<file path="config.mk">
export PLATFORM = sky130hd
export DESIGN_NAME = ebi_top
export DESIGN_NICKNAME = d
export VERILOG_FILES = /design/src/common/ebi_pkg.sv /design/src/hw/ebi_pclk_div.sv /design/src/hw/ebi_top.sv
export SDC_FILE = /design/constraint.sdc
export NUM_CORES = 1
export LEC_CHECK = 0
export ABC_AREA = 1
export BUFFER_PORTS_ARGS = -buffer_cell sky130_fd_sc_hd__buf_4
export CELL_PAD_IN_SITES_DETAIL_PLACEMENT = 1
export CELL_PAD_IN_SITES_GLOBAL_PLACEMENT = 2
export CORE_ASPECT_RATIO = 1.2
export CORE_MARGIN = 2
export CORE_UTILIZATION = 36
export DETAILED_ROUTE_END_ITERATION = 16
export PLACE_DENSITY = 0.83
export SLEW_MARGIN = 5
export SYNTH_ARGS = -nofsm -noshare
export SYNTH_HDL_FRONTEND = slang
export SYNTH_SLANG_ARGS = --single-unit
</file>
<file path="constraint.sdc">
create_clock -name clk_i -period 2.9 [get_ports clk_i]
set_input_delay 0.435 -clock clk_i [delete_from_list [all_inputs] [get_ports clk_i]]
set_output_delay 0.435 -clock clk_i [all_outputs]
set_load 0.02 [all_outputs]
</file>
<file path="src/common/ebi_pkg.sv">
// Package for the external bus interface: register map, reset values, types
package ebi_pkg;

  // Register byte offsets
  localparam logic [4:0] REG_CTRL = 5'h00;
  localparam logic [4:0] REG_IRQ_MODE = 5'h04;
  localparam logic [4:0] REG_ROM_SEL = 5'h08;
  localparam logic [4:0] REG_CS_ONE = 5'h0C;
  localparam logic [4:0] REG_CS_TWO = 5'h10;
  localparam logic [4:0] REG_STATUS = 5'h14;

  // Control field positions
  localparam int CTRL_DIV_LSB = 0;
  localparam int CTRL_PCLK_EN = 2;
  localparam int CTRL_ROM_FORCE = 3;
  localparam int CTRL_CS1_EN = 4;
  localparam int CTRL_CS2_EN = 5;

  // Reset values
  localparam logic [1:0] RST_DIV = 2'h0;
  localparam logic RST_PCLK_EN = 1'b1;
  localparam logic RST_ROM_FORCE = 1'b1;
  localparam logic [5:0] RST_IRQ_MODE = 6'h00;
  localparam logic [7:0] RST_ROM_BASE = 8'h00;
  localparam logic [7:0] RST_ROM_MASK = 8'h80;
  localparam logic [15:0] RST_CS_BASE = 16'h0000;
  localparam logic [15:0] RST_CS_MASK = 16'hFFFF;

  // Interrupt sense modes
  localparam logic [1:0] IRQ_LOW = 2'h0;
  localparam logic [1:0] IRQ_HIGH = 2'h1;
  localparam logic [1:0] IRQ_FALL = 2'h2;
  localparam logic [1:0] IRQ_RISE = 2'h3;

  typedef enum logic [2:0] {
    KIND_MEM_RD,
    KIND_MEM_WR,
    KIND_FETCH,
    KIND_IO_RD,
    KIND_IO_WR,
    KIND_INTERRUPT_ACK_OUTPUT
  } ebi_kind_e;

  typedef enum logic [2:0] {ST_IDLE, ST_T1, ST_T2, ST_T3, ST_T4} ebi_state_e;

  // Core-side transaction request
  typedef struct packed {
    logic valid;
    ebi_kind_e kind;
    logic word;
    logic [23:0] addr;
    logic [15:0] wdata;
  } ebi_req_s;

  // Core-side answer
  typedef struct packed {
    logic done;
    logic [15:0] rdata;
  } ebi_rsp_s;

  // Bus strobes, all active low
  typedef struct packed {
    logic mrd_n;
    logic mwr_n;
    logic periph_request_n;
    logic periph_read_strobe_n;
    logic periph_write_strobe_n;
    logic m1_n;
    logic [1:0] be_n;
    logic boot_rom_select_n;
    logic [1:0] iocs_n;
  } ebi_strobe_s;

endpackage

</file>
<file path="src/hw/ebi_pclk_div.sv">
// Peripheral clock divider: bus clock divided by 2, 4, 6 or 8
`timescale 1ns/100ps
module ebi_pclk_div (
  input wire logic clk_i,
  input wire logic rst_n_i,
  input wire logic enable_i,
  input wire logic [1:0] div_sel_i,
  output logic periph_clock_o,
  output logic tick_o
);

  typedef struct packed {
    logic [1:0] cnt;
    logic level;
    logic tick;
  } ebi_div_s;

  ebi_div_s q, d;

  // Half period is div_sel + 1 bus clocks
  always_comb begin
    d = q;
    d.tick = 1'b0;
    if (!enable_i) begin
      d.cnt = 2'h0;
      d.level = 1'b0;
    end else if (q.cnt >= div_sel_i) begin
      d.cnt = 2'h0;
      d.level = ~q.level;
      d.tick = ~q.level;
    end else begin
      d.cnt = q.cnt + 2'h1;
    end
  end

  always_ff @(posedge clk_i or negedge rst_n_i) begin
    if (!rst_n_i) begin
      q <= '0;
    end else begin
      q <= d;
    end
  end

  assign periph_clock_o = q.level;
  assign tick_o = q.tick;

endmodule

</file>
<file path="src/hw/ebi_top.sv">
// External bus interface: strobes, byte lanes, selects, interrupts, status
// Functional notes
// - Word: even byte low lanes, odd high
// - Two status outputs encode run/halt/sleep/standby
// - Maskable inputs 1-3: low, high, fall, rise
// - Input zero ORed with on-chip requests
// - Peripheral clock divides bus clock 2/4/6/8
// - Peripheral clock off: I/O uses bus clock
// - Peripheral request held through I/O, acknowledge
// - Peripheral read/write strobes pulse on I/O
// - Two peripheral selects: programmable base/range
// - Fetch marker on fetch and acknowledge
// - Memory read strobe: end T1 to T4
// - Memory write strobe: end T2 to T4
// - Narrow word: second low-lane transaction
// - Boot select decoder pulls narrow flag open-drain
// - Unmaskable falling edge, above all maskable
// - After reset: boot select, narrow when A23=0
// - Boot select range software reprogrammable
// - Byte enables asserted at memory transaction start
`timescale 1ns/100ps
module ebi_top (
  input wire logic clk_i,
  input wire logic rst_n_i,
  input wire logic [4:0] avs_address_i,
  input wire logic avs_read_i,
  input wire logic avs_write_i,
  input wire logic [31:0] avs_writedata_i,
  input wire logic [3:0] avs_byteenable_i,
  output logic [31:0] avs_readdata_o,
  output logic avs_waitrequest_o,
  input wire ebi_pkg::ebi_req_s core_req_i,
  output logic core_ready_o,
  output ebi_pkg::ebi_rsp_s core_rsp_o,
  input wire logic core_halt_i,
  input wire logic core_sleep_i,
  input wire logic core_standby_i,
  input wire logic [3:0] ext_irq_n_i,
  input wire logic nmi_n_i,
  input wire logic [2:0] onchip_irq_n_i,
  input wire logic [3:1] irq_ack_i,
  input wire logic nmi_ack_i,
  output logic [3:0] irq_o,
  output logic nmi_o,
  output logic [23:0] address_o,
  input wire logic [15:0] data_bus_lines_i,
  output logic [15:0] data_bus_lines_o,
  output logic data_bus_lines_oe_o,
  input wire logic narrow_memory_flag_i,
  output logic narrow_memory_flag_o,
  output logic narrow_memory_flag_oe_o,
  output ebi_pkg::ebi_strobe_s strobe_o,
  output logic periph_clock_o,
  output logic halt_n_o,
  output logic low_power_status_n_o
);

  typedef struct packed {
    ebi_pkg::ebi_state_e st;
    logic second;
    logic narrow;
    ebi_pkg::ebi_req_s req;
    logic [15:0] rdata;
    logic done;
    ebi_pkg::ebi_strobe_s pins;
    logic [23:0] addr;
    logic [15:0] dout;
    logic d_oe;
    logic msz_oe;
    logic [1:0] div;
    logic pclk_en;
    logic rom_force;
    logic [1:0] cs_en;
    logic [5:0] irq_mode;
    logic [7:0] rom_base;
    logic [7:0] rom_mask;
    logic [1:0][15:0] cs_base;
    logic [1:0][15:0] cs_mask;
    logic ack;
    logic [31:0] rd;
    logic [3:0] irq_s1;
    logic [3:0] irq_s2;
    logic [3:0] irq_prev;
    logic nmi_s1;
    logic nmi_s2;
    logic nmi_prev;
    logic [15:0] d_s1;
    logic [15:0] d_s2;
    logic msz_s1;
    logic msz_s2;
    logic [3:1] pend;
    logic nmi_pend;
    logic halt_n;
    logic lp_n;
  } ebi_top_s;

  ebi_top_s q, d;
  logic tick;
  logic [3:1] irq_act;

  ebi_pclk_div u_div (
    .clk_i(clk_i),
    .rst_n_i(rst_n_i),
    .enable_i(q.pclk_en),
    .div_sel_i(q.div),
    .periph_clock_o(periph_clock_o),
    .tick_o(tick)
  );

  ////////////////////////////////////////////////////////////////////////////////
  // Per-input sense selection
  for (genvar i = 1; i < 4; i++) begin : g_irq
    logic [1:0] mode;
    assign mode = q.irq_mode[2*i-2 +: 2];
    assign irq_act[i] = (mode == ebi_pkg::IRQ_LOW) ? ~q.irq_s2[i] :
                        (mode == ebi_pkg::IRQ_HIGH) ? q.irq_s2[i] : q.pend[i];
  end

  function automatic logic [31:0] merge(input logic [31:0] old, input logic [31:0] wd,
                                        input logic [3:0] be);
    logic [31:0] m;
    m = {{8{be[3]}}, {8{be[2]}}, {8{be[1]}}, {8{be[0]}}};
    return (old & ~m) | (wd & m);
  endfunction

  ////////////////////////////////////////////////////////////////////////////////
  always_comb begin
    logic step;
    logic is_io;
    logic is_rd;
    logic rom_hit;
    logic [31:0] img;
    step = 1'b0;
    is_io = 1'b0;
    is_rd = 1'b0;
    rom_hit = 1'b0;
    img = '0;
    d = q;
    d.done = 1'b0;

    // Synchronisers: first stage feeds only the second
    d.irq_s1 = ext_irq_n_i;
    d.irq_s2 = q.irq_s1;
    d.irq_prev = q.irq_s2;
    d.nmi_s1 = nmi_n_i;
    d.nmi_s2 = q.nmi_s1;
    d.nmi_prev = q.nmi_s2;
    d.d_s1 = data_bus_lines_i;
    d.d_s2 = q.d_s1;
    d.msz_s1 = narrow_memory_flag_i;
    d.msz_s2 = q.msz_s1;

    // Edge capture, set wins over acknowledge
    for (int i = 1; i < 4; i++) begin
      if (irq_ack_i[i]) begin
        d.pend[i] = 1'b0;
      end
      if (q.irq_mode[2*i-1] && ((q.irq_mode[2*i-2] && q.irq_s2[i] && !q.irq_prev[i]) ||
          (!q.irq_mode[2*i-2] && !q.irq_s2[i] && q.irq_prev[i]))) begin
        d.pend[i] = 1'b1;
      end
    end
    if (nmi_ack_i) begin
      d.nmi_pend = 1'b0;
    end
    if (!q.nmi_s2 && q.nmi_prev) begin
      d.nmi_pend = 1'b1;
    end

    // Status encoding
    d.lp_n = ~(core_standby_i | core_sleep_i);
    d.halt_n = ~(core_standby_i | (core_halt_i & ~core_sleep_i));

    // Register slave
    // Registers change only at the edge that sees waitrequest low
    d.ack = (avs_read_i || avs_write_i) && !q.ack;
    if (avs_read_i || avs_write_i) begin
      case (avs_address_i)
        ebi_pkg::REG_CTRL: img = {26'h0, q.cs_en, q.rom_force, q.pclk_en, q.div};
        ebi_pkg::REG_IRQ_MODE: img = {26'h0, q.irq_mode};
        ebi_pkg::REG_ROM_SEL: img = {16'h0, q.rom_mask, q.rom_base};
        ebi_pkg::REG_CS_ONE: img = {q.cs_mask[0], q.cs_base[0]};
        ebi_pkg::REG_CS_TWO: img = {q.cs_mask[1], q.cs_base[1]};
        ebi_pkg::REG_STATUS: img = {26'h0, q.narrow, q.pend, q.nmi_pend, q.st != ebi_pkg::ST_IDLE};
        default: img = '0;
      endcase
      if (!q.ack) begin
        d.rd = img;
      end
      if (avs_write_i && q.ack) begin
        img = merge(img, avs_writedata_i, avs_byteenable_i);
        case (avs_address_i)
          ebi_pkg::REG_CTRL: begin
            d.div = img[ebi_pkg::CTRL_DIV_LSB +: 2];
            d.pclk_en = img[ebi_pkg::CTRL_PCLK_EN];
            d.rom_force = img[ebi_pkg::CTRL_ROM_FORCE];
            d.cs_en = img[ebi_pkg::CTRL_CS2_EN -: 2];
          end
          ebi_pkg::REG_IRQ_MODE: d.irq_mode = img[5:0];
          ebi_pkg::REG_ROM_SEL: {d.rom_mask, d.rom_base} = img[15:0];
          ebi_pkg::REG_CS_ONE: {d.cs_mask[0], d.cs_base[0]} = img;
          ebi_pkg::REG_CS_TWO: {d.cs_mask[1], d.cs_base[1]} = img;
          default: d.ack = 1'b0;
        endcase
      end
    end

    ////////////////////////////////////////////////////////////////////////////////
    // Bus sequencer
    is_io = q.req.kind inside {ebi_pkg::KIND_IO_RD, ebi_pkg::KIND_IO_WR, ebi_pkg::KIND_INTERRUPT_ACK_OUTPUT};
    is_rd = q.req.kind != ebi_pkg::KIND_MEM_WR && q.req.kind != ebi_pkg::KIND_IO_WR;
    step = !is_io || !q.pclk_en || tick;
    case (q.st)
      ebi_pkg::ST_IDLE: begin
        if (core_req_i.valid) begin
          d.req = core_req_i;
          d.second = 1'b0;
          d.narrow = 1'b0;
          d.st = ebi_pkg::ST_T1;
        end
      end
      ebi_pkg::ST_T1: d.st = step ? ebi_pkg::ST_T2 : q.st;
      ebi_pkg::ST_T2: d.st = step ? ebi_pkg::ST_T3 : q.st;
      ebi_pkg::ST_T3: d.st = step ? ebi_pkg::ST_T4 : q.st;
      ebi_pkg::ST_T4: begin
        if (step) begin
          d.st = ebi_pkg::ST_IDLE;
          // Synchronised lanes lag the pins by two clocks
          if (q.req.word && !q.second && !is_io &&
              (q.msz_oe || !q.msz_s2)) begin
            d.second = 1'b1;
            d.narrow = 1'b1;
            d.st = ebi_pkg::ST_T1;
            if (is_rd) begin
              d.rdata[7:0] = q.d_s2[7:0];
            end
          end else begin
            d.done = 1'b1;
            if (q.second) begin
              d.rdata[15:8] = q.d_s2[7:0];
            end else if (q.req.word || !q.req.addr[0]) begin
              d.rdata = q.d_s2;
            end else begin
              d.rdata = {8'h00, q.d_s2[15:8]};
            end
          end
        end
      end
      default: d.st = ebi_pkg::ST_IDLE;
    endcase

    // Pin values follow the next state
    d.pins = '1;
    d.d_oe = 1'b0;
    d.msz_oe = 1'b0;
    rom_hit = (d.req.addr[23:16] & q.rom_mask) == q.rom_base;
    d.addr = {d.req.addr[23:1], d.req.addr[0] | d.second};
    if (d.st != ebi_pkg::ST_IDLE) begin
      if (d.req.kind inside {ebi_pkg::KIND_IO_RD, ebi_pkg::KIND_IO_WR,
          ebi_pkg::KIND_INTERRUPT_ACK_OUTPUT}) begin
        d.pins.periph_request_n = 1'b0;
        d.pins.m1_n = d.req.kind != ebi_pkg::KIND_INTERRUPT_ACK_OUTPUT;
        for (int c = 0; c < 2; c++) begin
          d.pins.iocs_n[c] = !(q.cs_en[c] && d.req.kind != ebi_pkg::KIND_INTERRUPT_ACK_OUTPUT &&
              ((d.req.addr[15:0] & q.cs_mask[c]) == (q.cs_base[c] & q.cs_mask[c])));
        end
        if (d.st != ebi_pkg::ST_T1) begin
          d.pins.periph_read_strobe_n = d.req.kind != ebi_pkg::KIND_IO_RD;
          d.pins.periph_write_strobe_n = d.req.kind != ebi_pkg::KIND_IO_WR;
        end
        d.d_oe = d.req.kind == ebi_pkg::KIND_IO_WR;
        d.dout = {d.req.wdata[7:0], d.req.wdata[7:0]};
      end else begin
        d.pins.m1_n = d.req.kind != ebi_pkg::KIND_FETCH;
        d.pins.boot_rom_select_n = !rom_hit;
        d.msz_oe = rom_hit && q.rom_force;
        if (d.second) begin
          d.pins.be_n = 2'b10;
        end else if (d.req.word) begin
          d.pins.be_n = 2'b00;
        end else begin
          d.pins.be_n = d.req.addr[0] ? 2'b01 : 2'b10;
        end
        if (d.st != ebi_pkg::ST_T1 && d.req.kind != ebi_pkg::KIND_MEM_WR) begin
          d.pins.mrd_n = 1'b0;
        end
        if ((d.st == ebi_pkg::ST_T3 || d.st == ebi_pkg::ST_T4) &&
            d.req.kind == ebi_pkg::KIND_MEM_WR) begin
          d.pins.mwr_n = 1'b0;
        end
        d.d_oe = d.req.kind == ebi_pkg::KIND_MEM_WR;
        if (d.second) begin
          d.dout = {8'h00, d.req.wdata[15:8]};
        end else if (!d.req.word && d.req.addr[0]) begin
          d.dout = {d.req.wdata[7:0], 8'h00};
        end else begin
          d.dout = d.req.wdata;
        end
      end
    end
  end

  always_ff @(posedge clk_i or negedge rst_n_i) begin
    if (!rst_n_i) begin
      q <= '0;
      q.st <= ebi_pkg::ST_IDLE;
      q.pins <= '1;
      q.div <= ebi_pkg::RST_DIV;
      q.pclk_en <= ebi_pkg::RST_PCLK_EN;
      q.rom_force <= ebi_pkg::RST_ROM_FORCE;
      q.irq_mode <= ebi_pkg::RST_IRQ_MODE;
      q.rom_base <= ebi_pkg::RST_ROM_BASE;
      q.rom_mask <= ebi_pkg::RST_ROM_MASK;
      q.cs_base <= {ebi_pkg::RST_CS_BASE, ebi_pkg::RST_CS_BASE};
      q.cs_mask <= {ebi_pkg::RST_CS_MASK, ebi_pkg::RST_CS_MASK};
      q.irq_s1 <= '1;
      q.irq_s2 <= '1;
      q.irq_prev <= '1;
      q.nmi_s1 <= 1'b1;
      q.nmi_s2 <= 1'b1;
      q.nmi_prev <= 1'b1;
      q.msz_s1 <= 1'b1;
      q.msz_s2 <= 1'b1;
      q.halt_n <= 1'b1;
      q.lp_n <= 1'b1;
    end else begin
      q <= d;
    end
  end

  ////////////////////////////////////////////////////////////////////////////////
  assign avs_readdata_o = q.rd;
  assign avs_waitrequest_o = (avs_read_i || avs_write_i) && !q.ack;
  assign core_ready_o = q.st == ebi_pkg::ST_IDLE;
  assign core_rsp_o = '{done: q.done, rdata: q.rdata};
  // Unmaskable request masks every maskable line while it is pending
  assign irq_o[0] = !q.nmi_pend && (!q.irq_s2[0] || !(&onchip_irq_n_i));
  assign irq_o[3:1] = q.nmi_pend ? 3'h0 : irq_act;
  assign nmi_o = q.nmi_pend;
  assign address_o = q.addr;
  assign data_bus_lines_o = q.dout;
  assign data_bus_lines_oe_o = q.d_oe;
  assign narrow_memory_flag_o = 1'b0;
  assign narrow_memory_flag_oe_o = q.msz_oe;
  assign strobe_o = q.pins;
  assign halt_n_o = q.halt_n;
  assign low_power_status_n_o = q.lp_n;

endmodule

</file>
* After elaboration in Yosys (flattened, before gate mapping)
Cells that the tools add are included.
** Word-level totals
- Flip-flop bits (word level) :: 304
- Input port bits :: 122
- Output and inout bits :: 113
- Logic and storage cells :: 267
** Operators by class
- $add $sub $neg :: 1
- Magnitude comparators :: 1
- Equal/unequal tests :: 38
- Mux-type cells :: 59
- Bitwise logic cells :: 22
- Reductions and logical operators :: 90
** Operator list (number)
- 32-bit one-hot mux with 6 select lines :: 1
- 16-bit AND :: 4
- 32-bit AND :: 2
- 32-bit two-way mux :: 2
- 50-bit two-way mux :: 1
- 16-bit two-way mux :: 3
- 44-bit two-way mux :: 1
- 33-bit two-way mux :: 1
- 16-bit equality test :: 2
- 8-bit two-way mux :: 4
- 32-bit inverter :: 1
- 32-bit bitwise OR :: 1
- 1-bit logical AND :: 31
- 1-bit two-way mux :: 24
- 3-bit two-way mux :: 8
- 1-bit logical NOT :: 23
- 3-bit AND reduction :: 7
- 3-bit equality test, second input constant :: 6
- 2-bit two-way mux :: 9
- 17-bit two-way mux :: 1
- 3-bit by 2-bit equality test with 1-bit output, second input constant :: 5
- 3-bit one-hot mux with 5 select lines :: 1
- 3-bit nonzero test :: 4
- 11-bit two-way mux :: 1
- 27 further kinds :: 68

* Longest topological paths before layout
Gate-level depths: netlist (run 1).
- Word-level depth :: 14
- Mapped depth :: 14
- Mapped depth without buffers :: 13

* Modules after synthesis
From an unflattened synthesis (run 1), not the netlist that was laid out.
** Second synthesis, totals
- Cell total of the unflattened synthesis :: 1621
- Area total of the unflattened synthesis :: 13504.2 um^2
** By module, submodules not included
- ebi_top :: instances 1, cells an instance 1598, area each 13299.0 um^2, seq. area each 6961.7 um^2
- ebi_pclk_div :: instances 1, cells an instance 23, area each 205.2 um^2, seq. area each 100.1 um^2

* Worst setup path before layout (run 1)
Ideal clock, no wire load.
- Path type :: reg2reg
- Start point :: register q[297] (netlist bit)
- End point :: register q, in the netlist strobe_o[0]
- Library setup time :: 0.077 ns
- Arrival :: 1.680 ns
- Setup slack :: 1.142 ns
- Cell stages (with the launch flop) :: 13
- Period minus slack after synthesis :: 1.758 ns
- Cell sequence :: dfrtp_1 buf_6 inv_2 nand2_1 nor2_2 nand2_1 nand2_2 nand3_1 nand2_1 buf_4 nand2_2 nor2_1 nand2_1
** RTL lines
- start: declaration :: line ebi_top.sv:97 : ebi_top_s q, d;

==> impl_metrics.env, run 1 <==
export IMPL_run_status="finished clean"
export IMPL_post_route_util_pct=43.9
export IMPL_drive_above_1_share_pct=21.8
export IMPL_dr_pass1_iters=5
export IMPL_comb_power_share_pct=37.6
export IMPL_worstSkewPairLatency_ns=0.57
export IMPL_synth_seq_area_share_pct=51.7
export IMPL_crit_fanout=26
export IMPL_multiInputGateArea_sq_mm=0.00488
export IMPL_overflow=0
export IMPL_drv_cap=0
export IMPL_fp_dieW_microns=182
export IMPL_leakage_nw=8.26
export IMPL_critPathMaxStageDelay_ns=0.49
export IMPL_antenna_found_initial=0
export IMPL_cts_max_level=1
export IMPL_clockRootBuffer="clkbuf_16"
export IMPL_syn_instance_count=1692
export IMPL_fp_row_count=78
export IMPL_grt_use_total_pct=22.5
export IMPL_powerDensity_mw_per_mm2=936
export IMPL_cts_resized_gates=0
export IMPL_wl_per_cell_microns=18.8
export IMPL_finalHoldViolCount=0
export IMPL_ys_ff_latch=279
export IMPL_num_fill_cells=4548
export IMPL_clkSlewWorstSetupHoldPaths_ns=0.06
export IMPL_power_switching_mw=6.13
export IMPL_die_h_microns=217
export IMPL_yosys_warnings=0
export IMPL_syn_nets=1816
export IMPL_nets=1973
export IMPL_worst_slew_margin_rel_pct=43.8
export IMPL_period_needed_ns=2.50
export IMPL_core_area_sq_mm=0.0377
export IMPL_fmax_ghz=0.400
export IMPL_rsz0062_at_grt="false"
export IMPL_drcViolationCount=0
export IMPL_postRouteAntennaNets=0
export IMPL_num_io_pins=235
export IMPL_io_buffers=233
export IMPL_gp_congestion=0.890
export IMPL_cp_arrival_ns=2.95
export IMPL_synth_cell_types=40
export IMPL_timing_worst_setup_path_type="flop to flop"
export IMPL_insertedDiodeCount=0
export IMPL_grt_pass1_vias=12195
export IMPL_seq_area_sq_mm=0.00706
export IMPL_setup_violations=0
export IMPL_holdPathStages=2
export IMPL_cts_tree="done"
export IMPL_areaGrowthSynthToFinish_pct=21.0
export IMPL_ir_drop_uv=511
export IMPL_cts_sinks=279
export IMPL_cp_end_kind="flop"
export IMPL_grt_max_degree=92
export IMPL_worst_pin_slew_ns=0.835
export IMPL_clkPwrFrac_pct=27.2
export IMPL_cts_setup_buffers=0
export IMPL_dieArea_sq_mm=0.0396
export IMPL_grt_pass1_wl_mm=69.5
export IMPL_crit_required_ns=3.35
export IMPL_synth_area_sq_mm=0.0137
export IMPL_numCtsBuffers=31
export IMPL_holdCritPathClass="input pin to flop"
export IMPL_power_mw=15.5
export IMPL_avgSynthCellArea_sq_um=8.08
export IMPL_cp_cell_sequence="nor2_4 -> nand3_4 -> inv_2 -> nand2_1 -> nand2_1 -> nand3_1 -> nand2_1 -> inv_2 -> nand2_1 -> nor2_1 -> nand2_1 -> nor2_1"
export IMPL_cts_max_path_buffers=3
export IMPL_period_share_pct=86.3
export IMPL_p_sw_share_pct=39.6
export IMPL_initial_core_util_pct=36.3
export IMPL_reg2reg_depth=12
export IMPL_totalWireLength_mm=44.2
export IMPL_synth_area_leader_cell="dfrtp_1"
export IMPL_vias_per_cell=4.94
export IMPL_start_kind="flop"
export IMPL_fin_skew_ns=0.0173
export IMPL_netlist_area_leader_share_pct=39.4
export IMPL_tns_ns=0
export IMPL_drv_slew=0
export IMPL_intPower_mw=9.35
export IMPL_vias=11621
export IMPL_post_dp_hpwl_mm=32.7
export IMPL_pwr_share_seq_pct=35.1
export IMPL_dr_first_iter_drc_count=575
export IMPL_critPathMostFrequentCell="nand2_1"
export IMPL_slowest_stage="dfrtp_1"
export IMPL_synth_area_leaders="dfrtp_1 (39%), nand2_1 (15%), dfstp_2 (12%)"
[flip-flops by register name (all words and copies together), names as in the netlist]
name                     count
nmi_o                        1
u_div.periph_clock_o         1
g_irq.mode                   6
address_o                   24
data_bus_lines_o            16
strobe_o                    11
core_rsp_o                  17
u_div.q                      2
narrow_memory_flag_oe_o      1
low_power_status_n_o         1
d                           27
u_div.tick_o                 1
avs_readdata_o              32
halt_n_o                     1
data_bus_lines_oe_o          1
q                          137
[layout by cell type, fill, tap and decap left out, types with 5 or more instances in the layout]
master           n
nand2_1        561
buf_4          252
dfrtp_1        215
inv_1          161
o21ai_0        142
nand3_1        140
nor2_1          75
dfstp_2         64
nand4_1         33
clkbuf_16       31
dlygate4sd3_1   26
o22ai_1         18
a21oi_1         16
inv_2           13
o21ai_1         11
a31oi_1         10
nand2_2          8
mux2i_1          8
clkbuf_8         7
clkbuf_1         7
o211ai_1         6
or2_1            6
clkinv_2         6
nor2_2           5
o221ai_1         5
bufinv_16        5
[area by class of cell]
| cell class | instances | share of cell area (%) |
|---|---|---|
| Clock buffer | 45 | 5.43 |
| Clock inverter | 11 | 1.10 |
| Inverter | 177 | 4.03 |
| Multi-Input combinational cell | 1077 | 29.5 |
| Sequential cell | 279 | 42.7 |
| Tap cell | 480 | 3.63 |
| Timing Repair Buffer | 283 | 13.6 |
[synthesized netlist by cell type (all sizes together)]
| cell | number |
|---|---|
| ha | 2 |
| and2 | 4 |
| a41oi | 4 |
| o211ai | 6 |
| o22ai | 18 |
| clkbuf | 33 |
| conb | 1 |
| or2 | 9 |
| nand2 | 569 |
| o21a | 1 |
| mux2i | 8 |
| nor2 | 83 |
| o221ai | 5 |
| dfstp | 64 |
| a21oi | 17 |
| nand4 | 33 |
| nand3b | 4 |
| nor3 | 4 |
| a31oi | 10 |
| nand3 | 142 |
| clkinv | 3 |
| inv | 174 |
| xnor2 | 1 |
| dfrtp | 215 |
| buf | 126 |
| o21ai | 156 |
[per-stage QoR]
stage                     hold slack (ns)  std cells  cell area [sq um]  setup slack [ns]
after detailed placement            0.309       2270              15200             0.381
final                              0.0422       2352              16500             0.398
after CTS                          0.0112       2352              16500             0.361
after global routing               0.0191       2352              16500            0.0953
after floorplan                     0.139       1692              13700              1.14
after global placement              0.305       2270              15200             0.465
[power by group through the flow]
| stage | clock network [mW] | registers [mW] | logic [mW] |
|---|---|---|---|
| 2_1_floorplan | 0 | 5.26 | 4.45 |
| 3_3_place_gp | 0 | 5.47 | 5.67 |
| 6_report | 4.22 | 5.44 | 5.82 |
| 3_5_place_dp | 0 | 5.50 | 5.80 |
| 4_1_cts | 4.32 | 5.44 | 5.87 |
| 5_1_grt | 4.48 | 5.54 | 6.56 |
[path summary, 6_finish.rpt]
kind / start / end / slack, ns
setup / recovery: q[297]$_DFF_PN0_ / narrow_memory_flag_oe_o$_DFF_PN0_ / 0.40
hold / removal: nmi_ack_i / nmi_o$_DFFE_PN0P_ / 0.04
setup reg to reg: q[297]$_DFF_PN0_ / narrow_memory_flag_oe_o$_DFF_PN0_ / 0.40
hold reg to reg: d[12]$_DFF_PN0_ / q[12]$_DFF_PN0_ / 0.35
max in group asynchronous: rst_n_i / low_power_status_n_o$_DFF_PN1_ / 1.80
min in group asynchronous: rst_n_i / core_rsp_o[6]$_DFFE_PN0P_ / 0.32
[cells by family after synthesis]
logic type	Yosys count	share of synthesized area, %
compound gates	217	8.74
xor+xnor	1	0.0641
fa+ha+maj	2	0.183
buf+inv	336	12.6
flops	279	51.7
mux	8	0.586
other cells	1	0.0274
simple gates	848	26.1
[repair_timing]
action / CTS / global route
endpoints found under the hold margin: 50 / 0
hold buffers: 26 / 0
endpoints found under the setup margin: 0 / 0
[critical path, delay by kind of cell (launching register included)]
| kind | cells | cell delay, ns |
|---|---|---|
| flip-flops | 1 | 0.49 |
| buffers and inverters | 2 | 0.47 |
| AND/OR/NAND/NOR | 10 | 1.41 |
[metal layers]
metal | track usage [%] | wire length (microns)
met1 | 29.6 | 19700
met2 | 38.8 | 21300
met3 | 2.72 | 1830
met4 | 7.10 | 1330
met5 | 0 | 0
No activity file was read; power rests on OpenSTA's default activity.
==> inputs of run 2 (changes only) <==
--- a/config.mk
+++ b/config.mk
@@ -7,13 +7,11 @@
 export LEC_CHECK = 0
 export ABC_AREA = 1
 export BUFFER_PORTS_ARGS = -buffer_cell sky130_fd_sc_hd__buf_4
-export CELL_PAD_IN_SITES_DETAIL_PLACEMENT = 1
-export CELL_PAD_IN_SITES_GLOBAL_PLACEMENT = 2
 export CORE_ASPECT_RATIO = 1.2
 export CORE_MARGIN = 2
-export CORE_UTILIZATION = 36
+export CORE_UTILIZATION = 50
 export DETAILED_ROUTE_END_ITERATION = 16
-export PLACE_DENSITY = 0.83
+export PLACE_DENSITY = 0.69
 export SLEW_MARGIN = 5
 export SYNTH_ARGS = -nofsm -noshare
 export SYNTH_HDL_FRONTEND = slang
==> run 2 against run 1 <==
Compared with the run above: fmax is 5.0% higher; clock skew shrank 0.0058 ns; die area decreased by 27%; utilization increased by 16 points; critical path depth is 2 lower; first-iteration DRC count increased by 31%; non-clock buffer count decreased by 1; clock-buffer cell count increased by 5; final cell count fell by 6.0%.
==> impl_metrics.env, run 2 (synthesis gave the netlist of run 1 again) <==
export IMPL_dpl_cell_area_sq_mm=0.0150
export IMPL_cp_end_kind="flop"
export IMPL_reg2reg_slack_ns=0.52
export IMPL_post_dp_hpwl_mm=27.6
export IMPL_slowest_stage="dfrtp_1"
export IMPL_insertedDiodeCount=0
export IMPL_run_status="finished clean"
export IMPL_gp_congestion=0.962
export IMPL_grt_pass1_wl_mm=59.3
export IMPL_largest_register_ffs=137
export IMPL_crit_required_ns=3.33
export IMPL_numPlacedInstances=2130
export IMPL_num_fill_cells=2435
export IMPL_cpLargestDelayFamily="simple AND/OR/NAND/NOR gates"
export IMPL_num_io_pins=235
export IMPL_drv_cap=0
export IMPL_rsz0062_at_grt="false"
export IMPL_setup_violations=0
export IMPL_crit_fanout=26
export IMPL_dr_pass1_iters=5
export IMPL_crit_cells=10
export IMPL_postRouteAntennaNets=0
export IMPL_critPathLaunch="q[297]$_DFF_PN0_"
export IMPL_wl_per_cell_microns=16.7
export IMPL_clkSlewWorstSetupHoldPaths_ns=0.06
export IMPL_critPathMostFrequentCell="nand2_1"
export IMPL_initial_core_util_pct=50.6
export IMPL_post_route_util_pct=60.2
export IMPL_finish_instance_area_sq_mm=0.0163
export IMPL_drv_slew=0
export IMPL_worst_slew_margin_rel_pct=57.8
export IMPL_drive_above_1_share_pct=21.8
export IMPL_antenna_found_initial=0
export IMPL_tns_ns=0
export IMPL_cts_sinks=279
export IMPL_worst_path_buf_inv=1
export IMPL_cts_max_path_buffers=3
export IMPL_crit_path_end="narrow_memory_flag_oe_o$_DFF_PN0_"
export IMPL_grt_max_degree=75
export IMPL_grt_use_total_pct=26.1
export IMPL_cp_arrival_ns=2.82
export IMPL_core_area_sq_mm=0.0270
export IMPL_final_cells=2211
export IMPL_reg2reg_to="narrow_memory_flag_oe_o$_DFF_PN0_"
export IMPL_timing_worst_setup_path_type="flop to flop"
export IMPL_fmax_ghz=0.420
export IMPL_die_h_microns=185
export IMPL_cts_max_level=1
export IMPL_dieArea_sq_mm=0.0287
export IMPL_critPathMaxStageDelay_ns=0.48
export IMPL_finalHoldViolCount=0
export IMPL_vias_per_cell=5.20
export IMPL_worstSkewPairLatency_ns=0.55
export IMPL_final_common_cell="nand2_1"
export IMPL_r2r_start="q[297]$_DFF_PN0_"
export IMPL_numCtsBuffers=30
export IMPL_cts_resized_gates=0
export IMPL_fp_dieW_microns=155
export IMPL_vias=11498
export IMPL_nets=1971
export IMPL_cp_cell_sequence="nor2_4 -> nand3_4 -> o21ai_1 -> nand3_1 -> nand2_1 -> inv_2 -> nand2_1 -> nor2_1 -> nand2_1 -> nor2_1"
export IMPL_overflow=0
export IMPL_leakage_nw=8.22
export IMPL_worst_pin_slew_ns=0.633
export IMPL_clockRootBuffer="clkbuf_16"
export IMPL_power_mw=14.9
export IMPL_period_share_pct=82.1
export IMPL_io_buffers=233
export IMPL_totalWireLength_mm=37.0
export IMPL_grt_pass1_vias=11339
export IMPL_fp_row_count=66
export IMPL_drcViolationCount=0
export IMPL_areaGrowthSynthToFinish_pct=19.0
export IMPL_reg2reg_depth=10
export IMPL_ir_drop_uv=454
export IMPL_powerDensity_mw_per_mm2=915
export IMPL_cts_tree="done"
export IMPL_cts_setup_buffers=0
export IMPL_holdCritPathClass="input pin to flop"
export IMPL_fin_skew_ns=0.0116
export IMPL_final_cell_mix="nand2_1 (561), buf_4 (253), dfrtp_1 (215)"
export IMPL_regMostFlops="q"
export IMPL_start_kind="flop"
export IMPL_period_needed_ns=2.38
export IMPL_dr_first_iter_drc_count=752
## run 2: cell types whose count changed in the layout (fill, tap and decap cells not counted), sizes merged
cell         previous run  this run
dlygate4sd3            26        25
clkbuf                 45        50
clkinvlp                1         0
bufinv                  5         1
## run 2: per-layer routing
layer	global-route usage (%)	wire, microns	vias up
met3	3.02	1990	64
met4	8.81	1120	0
met1	34.7	15900	5406
met5	0	0	-
met2	44.7	18000	397
li1	-	-	5631
## run 2: how the worst min path moves through the flow
stage                     from                endpoint  cells after the start
4_1_cts            core_halt_i      halt_n_o$_DFF_PN1_                      2
5_1_grt            core_halt_i      halt_n_o$_DFF_PN1_                      2
3_5_place_dp   d[10]$_DFF_PN0_         q[10]$_DFF_PN0_                      0
3_3_place_gp   d[21]$_DFF_PN0_         q[21]$_DFF_PN0_                      0
6_report           core_halt_i      halt_n_o$_DFF_PN1_                      2
2_1_floorplan          rst_n_i  address_o[0]$_DFF_PN0_                      0
## run 2: worst reg2reg max path, stage by stage (launching register included)
cell	delay (ns)
dfrtp_1	0.48
nor2_4	0.16
nand3_4	0.27
o21ai_1	0.41
nand3_1	0.12
nand2_1	0.36
inv_2	0.19
nand2_1	0.11
nor2_1	0.04
nand2_1	0.10
nor2_1	0.04
## run 2: layout make-up
class | count | area (sq um) | area share [%]
Inverter | 177 | 666 | 4.09
Clock buffer | 50 | 947 | 5.82
Sequential cell | 279 | 7060 | 43.4
Clock inverter | 6 | 55.1 | 0.339
Timing Repair Buffer | 282 | 2220 | 13.7
Tap cell | 340 | 425 | 2.62
Multi-Input combinational cell | 1077 | 4880 | 30.0
## run 2: timing repair
action	4_1_cts	5_1_grt
endpoints found under the hold margin	72	0
hold buffers	25	0
endpoints found under the setup margin	0	0
## run 2: report_power, final
| part | leakage, nW | internal (mW) | switching (mW) |
|---|---|---|---|
| Combinational | 4.39 | 1.92 | 3.74 |
| Clock | 0.498 | 2.30 | 1.52 |
| Sequential | 3.33 | 4.85 | 0.562 |
## run 2: through the flow
step                      worst slack, ns  hold slack [ns]
final                               0.518           0.0222
after global routing                0.265           0.0112
after CTS                           0.526          0.00592
after detailed placement            0.382            0.335
after global placement              0.456            0.333
after floorplan                      1.14            0.139
==> inputs of run 3 (changes only) <==
--- a/config.mk
+++ b/config.mk
@@ -11,7 +11,7 @@
 export CORE_MARGIN = 2
 export CORE_UTILIZATION = 50
 export DETAILED_ROUTE_END_ITERATION = 16
-export PLACE_DENSITY = 0.69
+export PLACE_DENSITY = 0.72
 export SLEW_MARGIN = 5
 export SYNTH_ARGS = -nofsm -noshare
 export SYNTH_HDL_FRONTEND = slang
==> constraint.sdc (replaced) <==
create_clock -name clk_i -period 2 [get_ports clk_i]
set_input_delay 0.3 -clock clk_i [delete_from_list [all_inputs] [get_ports clk_i]]
set_output_delay 0.3 -clock clk_i [all_outputs]
set_load 0.02 [all_outputs]
==> run 3 against run 2 <==
Compared with the run above: critical path depth down 5; register-to-register slack worse by 0.44 ns; clock-buffer cell count down 8; first-iteration DRC count up 8.4%; global-route usage up 1.0 points; clock skew down 0.00074 ns; sequential share of layout area down 1.9 points; via count up 3.8%; die area unchanged; clock power up 54%; largest power group unchanged.
==> impl_metrics.env, run 3 (synthesis gave the netlist of run 1 again) <==
export IMPL_cpLargestDelayFamily="flip-flops"
export IMPL_slowest_stage="dfrtp_2"
export IMPL_cts_sinks=279
export IMPL_post_route_util_pct=63.0
export IMPL_hold_ws_ns=0.0144
export IMPL_regMostFlops="q"
export IMPL_dieArea_sq_mm=0.0287
export IMPL_setup_violations=0
export IMPL_worst_path_buf_inv=3
export IMPL_cts_tree="done"
export IMPL_power_mw=23.2
export IMPL_core_area_sq_mm=0.0270
export IMPL_antenna_found_initial=0
export IMPL_nets=2024
export IMPL_period_needed_ns=1.92
export IMPL_cp_cell_sequence="inv_2 -> nand2_2 -> nor2_4 -> buf_4 -> buf_4"
export IMPL_worst_pin_slew_ns=0.630
export IMPL_cp_arrival_ns=1.62
export IMPL_grt_use_total_pct=27.2
export IMPL_fp_row_count=66
export IMPL_crit_required_ns=1.70
export IMPL_vias_per_cell=5.27
export IMPL_finalHoldViolCount=0
export IMPL_dr_pass1_iters=5
export IMPL_numCtsBuffers=29
export IMPL_insertedDiodeCount=0
export IMPL_drv_slew=0
export IMPL_totalWireLength_mm=39.0
export IMPL_holdCritPathClass="input pin to flop"
export IMPL_period_share_pct=96.2
export IMPL_grt_pass1_wl_mm=61.5
export IMPL_cts_max_level=1
export IMPL_worst_slew_margin_rel_pct=58.0
export IMPL_finish_instance_area_sq_mm=0.0170
export IMPL_largest_register_ffs=137
export IMPL_rsz0062_at_grt="true"
export IMPL_dr_first_iter_drc_count=815
export IMPL_final_cell_mix="nand2_1 (546), buf_4 (280), dfrtp_1 (214)"
export IMPL_io_buffers=233
export IMPL_timing_worst_setup_path_type="flop to output pin"
export IMPL_grt_pass1_vias=11673
export IMPL_die_h_microns=185
export IMPL_critPathMaxStageDelay_ns=0.44
export IMPL_final_common_cell="nand2_1"
export IMPL_fp_dieW_microns=155
export IMPL_areaGrowthSynthToFinish_pct=24.4
export IMPL_gp_congestion=1.01
export IMPL_clockRootBuffer="clkbuf_16"
export IMPL_run_status="finished clean"
export IMPL_vias=11933
export IMPL_fin_skew_ns=0.0108
export IMPL_cts_max_path_buffers=3
export IMPL_drive_above_1_share_pct=24.6
export IMPL_drv_cap=0
export IMPL_drcViolationCount=0
export IMPL_worstSkewPairLatency_ns=0.56
export IMPL_start_kind="flop"
export IMPL_fmax_ghz=0.520
export IMPL_overflow=0
export IMPL_crit_fanout=5
export IMPL_powerDensity_mw_per_mm2=1370
export IMPL_wl_per_cell_microns=17.2
export IMPL_critPathMostFrequentCell="buf_4"
export IMPL_postRouteAntennaNets=0
export IMPL_dpl_cell_area_sq_mm=0.0154
export IMPL_post_dp_hpwl_mm=28.2
export IMPL_clkSlewWorstSetupHoldPaths_ns=0.06
export IMPL_initial_core_util_pct=50.6
export IMPL_num_io_pins=235
export IMPL_grt_max_degree=59
export IMPL_leakage_nw=8.56
export IMPL_ir_drop_uv=666
export IMPL_cp_end_kind="output pin"
## run 3: worst paths after layout
kind / end / startpoint / depth (start not counted) / slack (ns)
worst max-delay path: core_ready_o / q[298]$_DFF_PN0_ / 5 / 0.08
worst min register to register: q[21]$_DFF_PN0_ / d[21]$_DFF_PN0_ / 0 / 0.34
min in group asynchronous: nmi_o$_DFFE_PN0P_ / rst_n_i / 2 / 0.27
worst min-delay path: q[260]$_DFF_PN0_ / core_req_i[10] / 3 / 0.01
max in group asynchronous: strobe_o[9]$_DFF_PN1_ / rst_n_i / 3 / 1.00
worst max register to register: strobe_o[1]$_DFF_PN1_ / q[297]$_DFF_PN0_ / 13 / 0.08
## run 3: worst register-to-register path, stage by stage, from the launching register on
cell and delay [ns]:
dfrtp_1 0.42, nor2_4 0.17, nand3_4 0.14, buf_8 0.18, buf_12 0.15, nand2_2 0.07, buf_4 0.11, nand3b_1 0.09
nand3_2 0.08, nand2_2 0.06, nor2_1 0.08, nand2_1 0.08, nor2_2 0.15, nand2_1 0.07
## run 3: power by group
part | switching, mW | internal [mW] | leakage [nW]
Clock | 2.26 | 3.63 | 0.512
Combinational | 5.85 | 3.60 | 4.72
Sequential | 0.845 | 7.03 | 3.33
Total | 8.95 | 14.3 | 8.56
## run 3: stage by stage
stage	setup slack (ns)	TNS, ns	cells
2_1_floorplan	0.242	0	1692
3_3_place_gp	-0.0237	-0.0237	2166
3_5_place_dp	-0.0825	-0.117	2166
4_1_cts	0.0363	0	2256
5_1_grt	-0.0578	-0.472	2263
6_report	0.0753	0	2263
## run 3: per-layer routing
layer | global-route usage, % | vias up | part of all wire, %
met2 | 45.3 | 430 | 48
li1 | - | 5732 | -
met3 | 3.81 | 73 | 6.0
met5 | 0 | - | 0
met1 | 36.1 | 5698 | 42
met4 | 10.4 | 0 | 3.5
## run 3: timing repair
action / CTS / global route
setup endpoints to repair: 3 / 28
hold endpoints to repair: 65 / 0
buffers inserted: 0 / 5
gates cloned: 0 / 2
hold buffers: 36 / 0
resized for setup: 3 / 37
pin swaps: 0 / 13
## run 3: layout make-up
class	count	area, sq um
Inverter	177	668
Clock inverter	12	218
Fill cell	2334	10000
Multi-Input combinational cell	1077	4970
Clock buffer	42	825
Sequential cell	279	7060
Tap cell	340	425
Timing Repair Buffer	336	2830
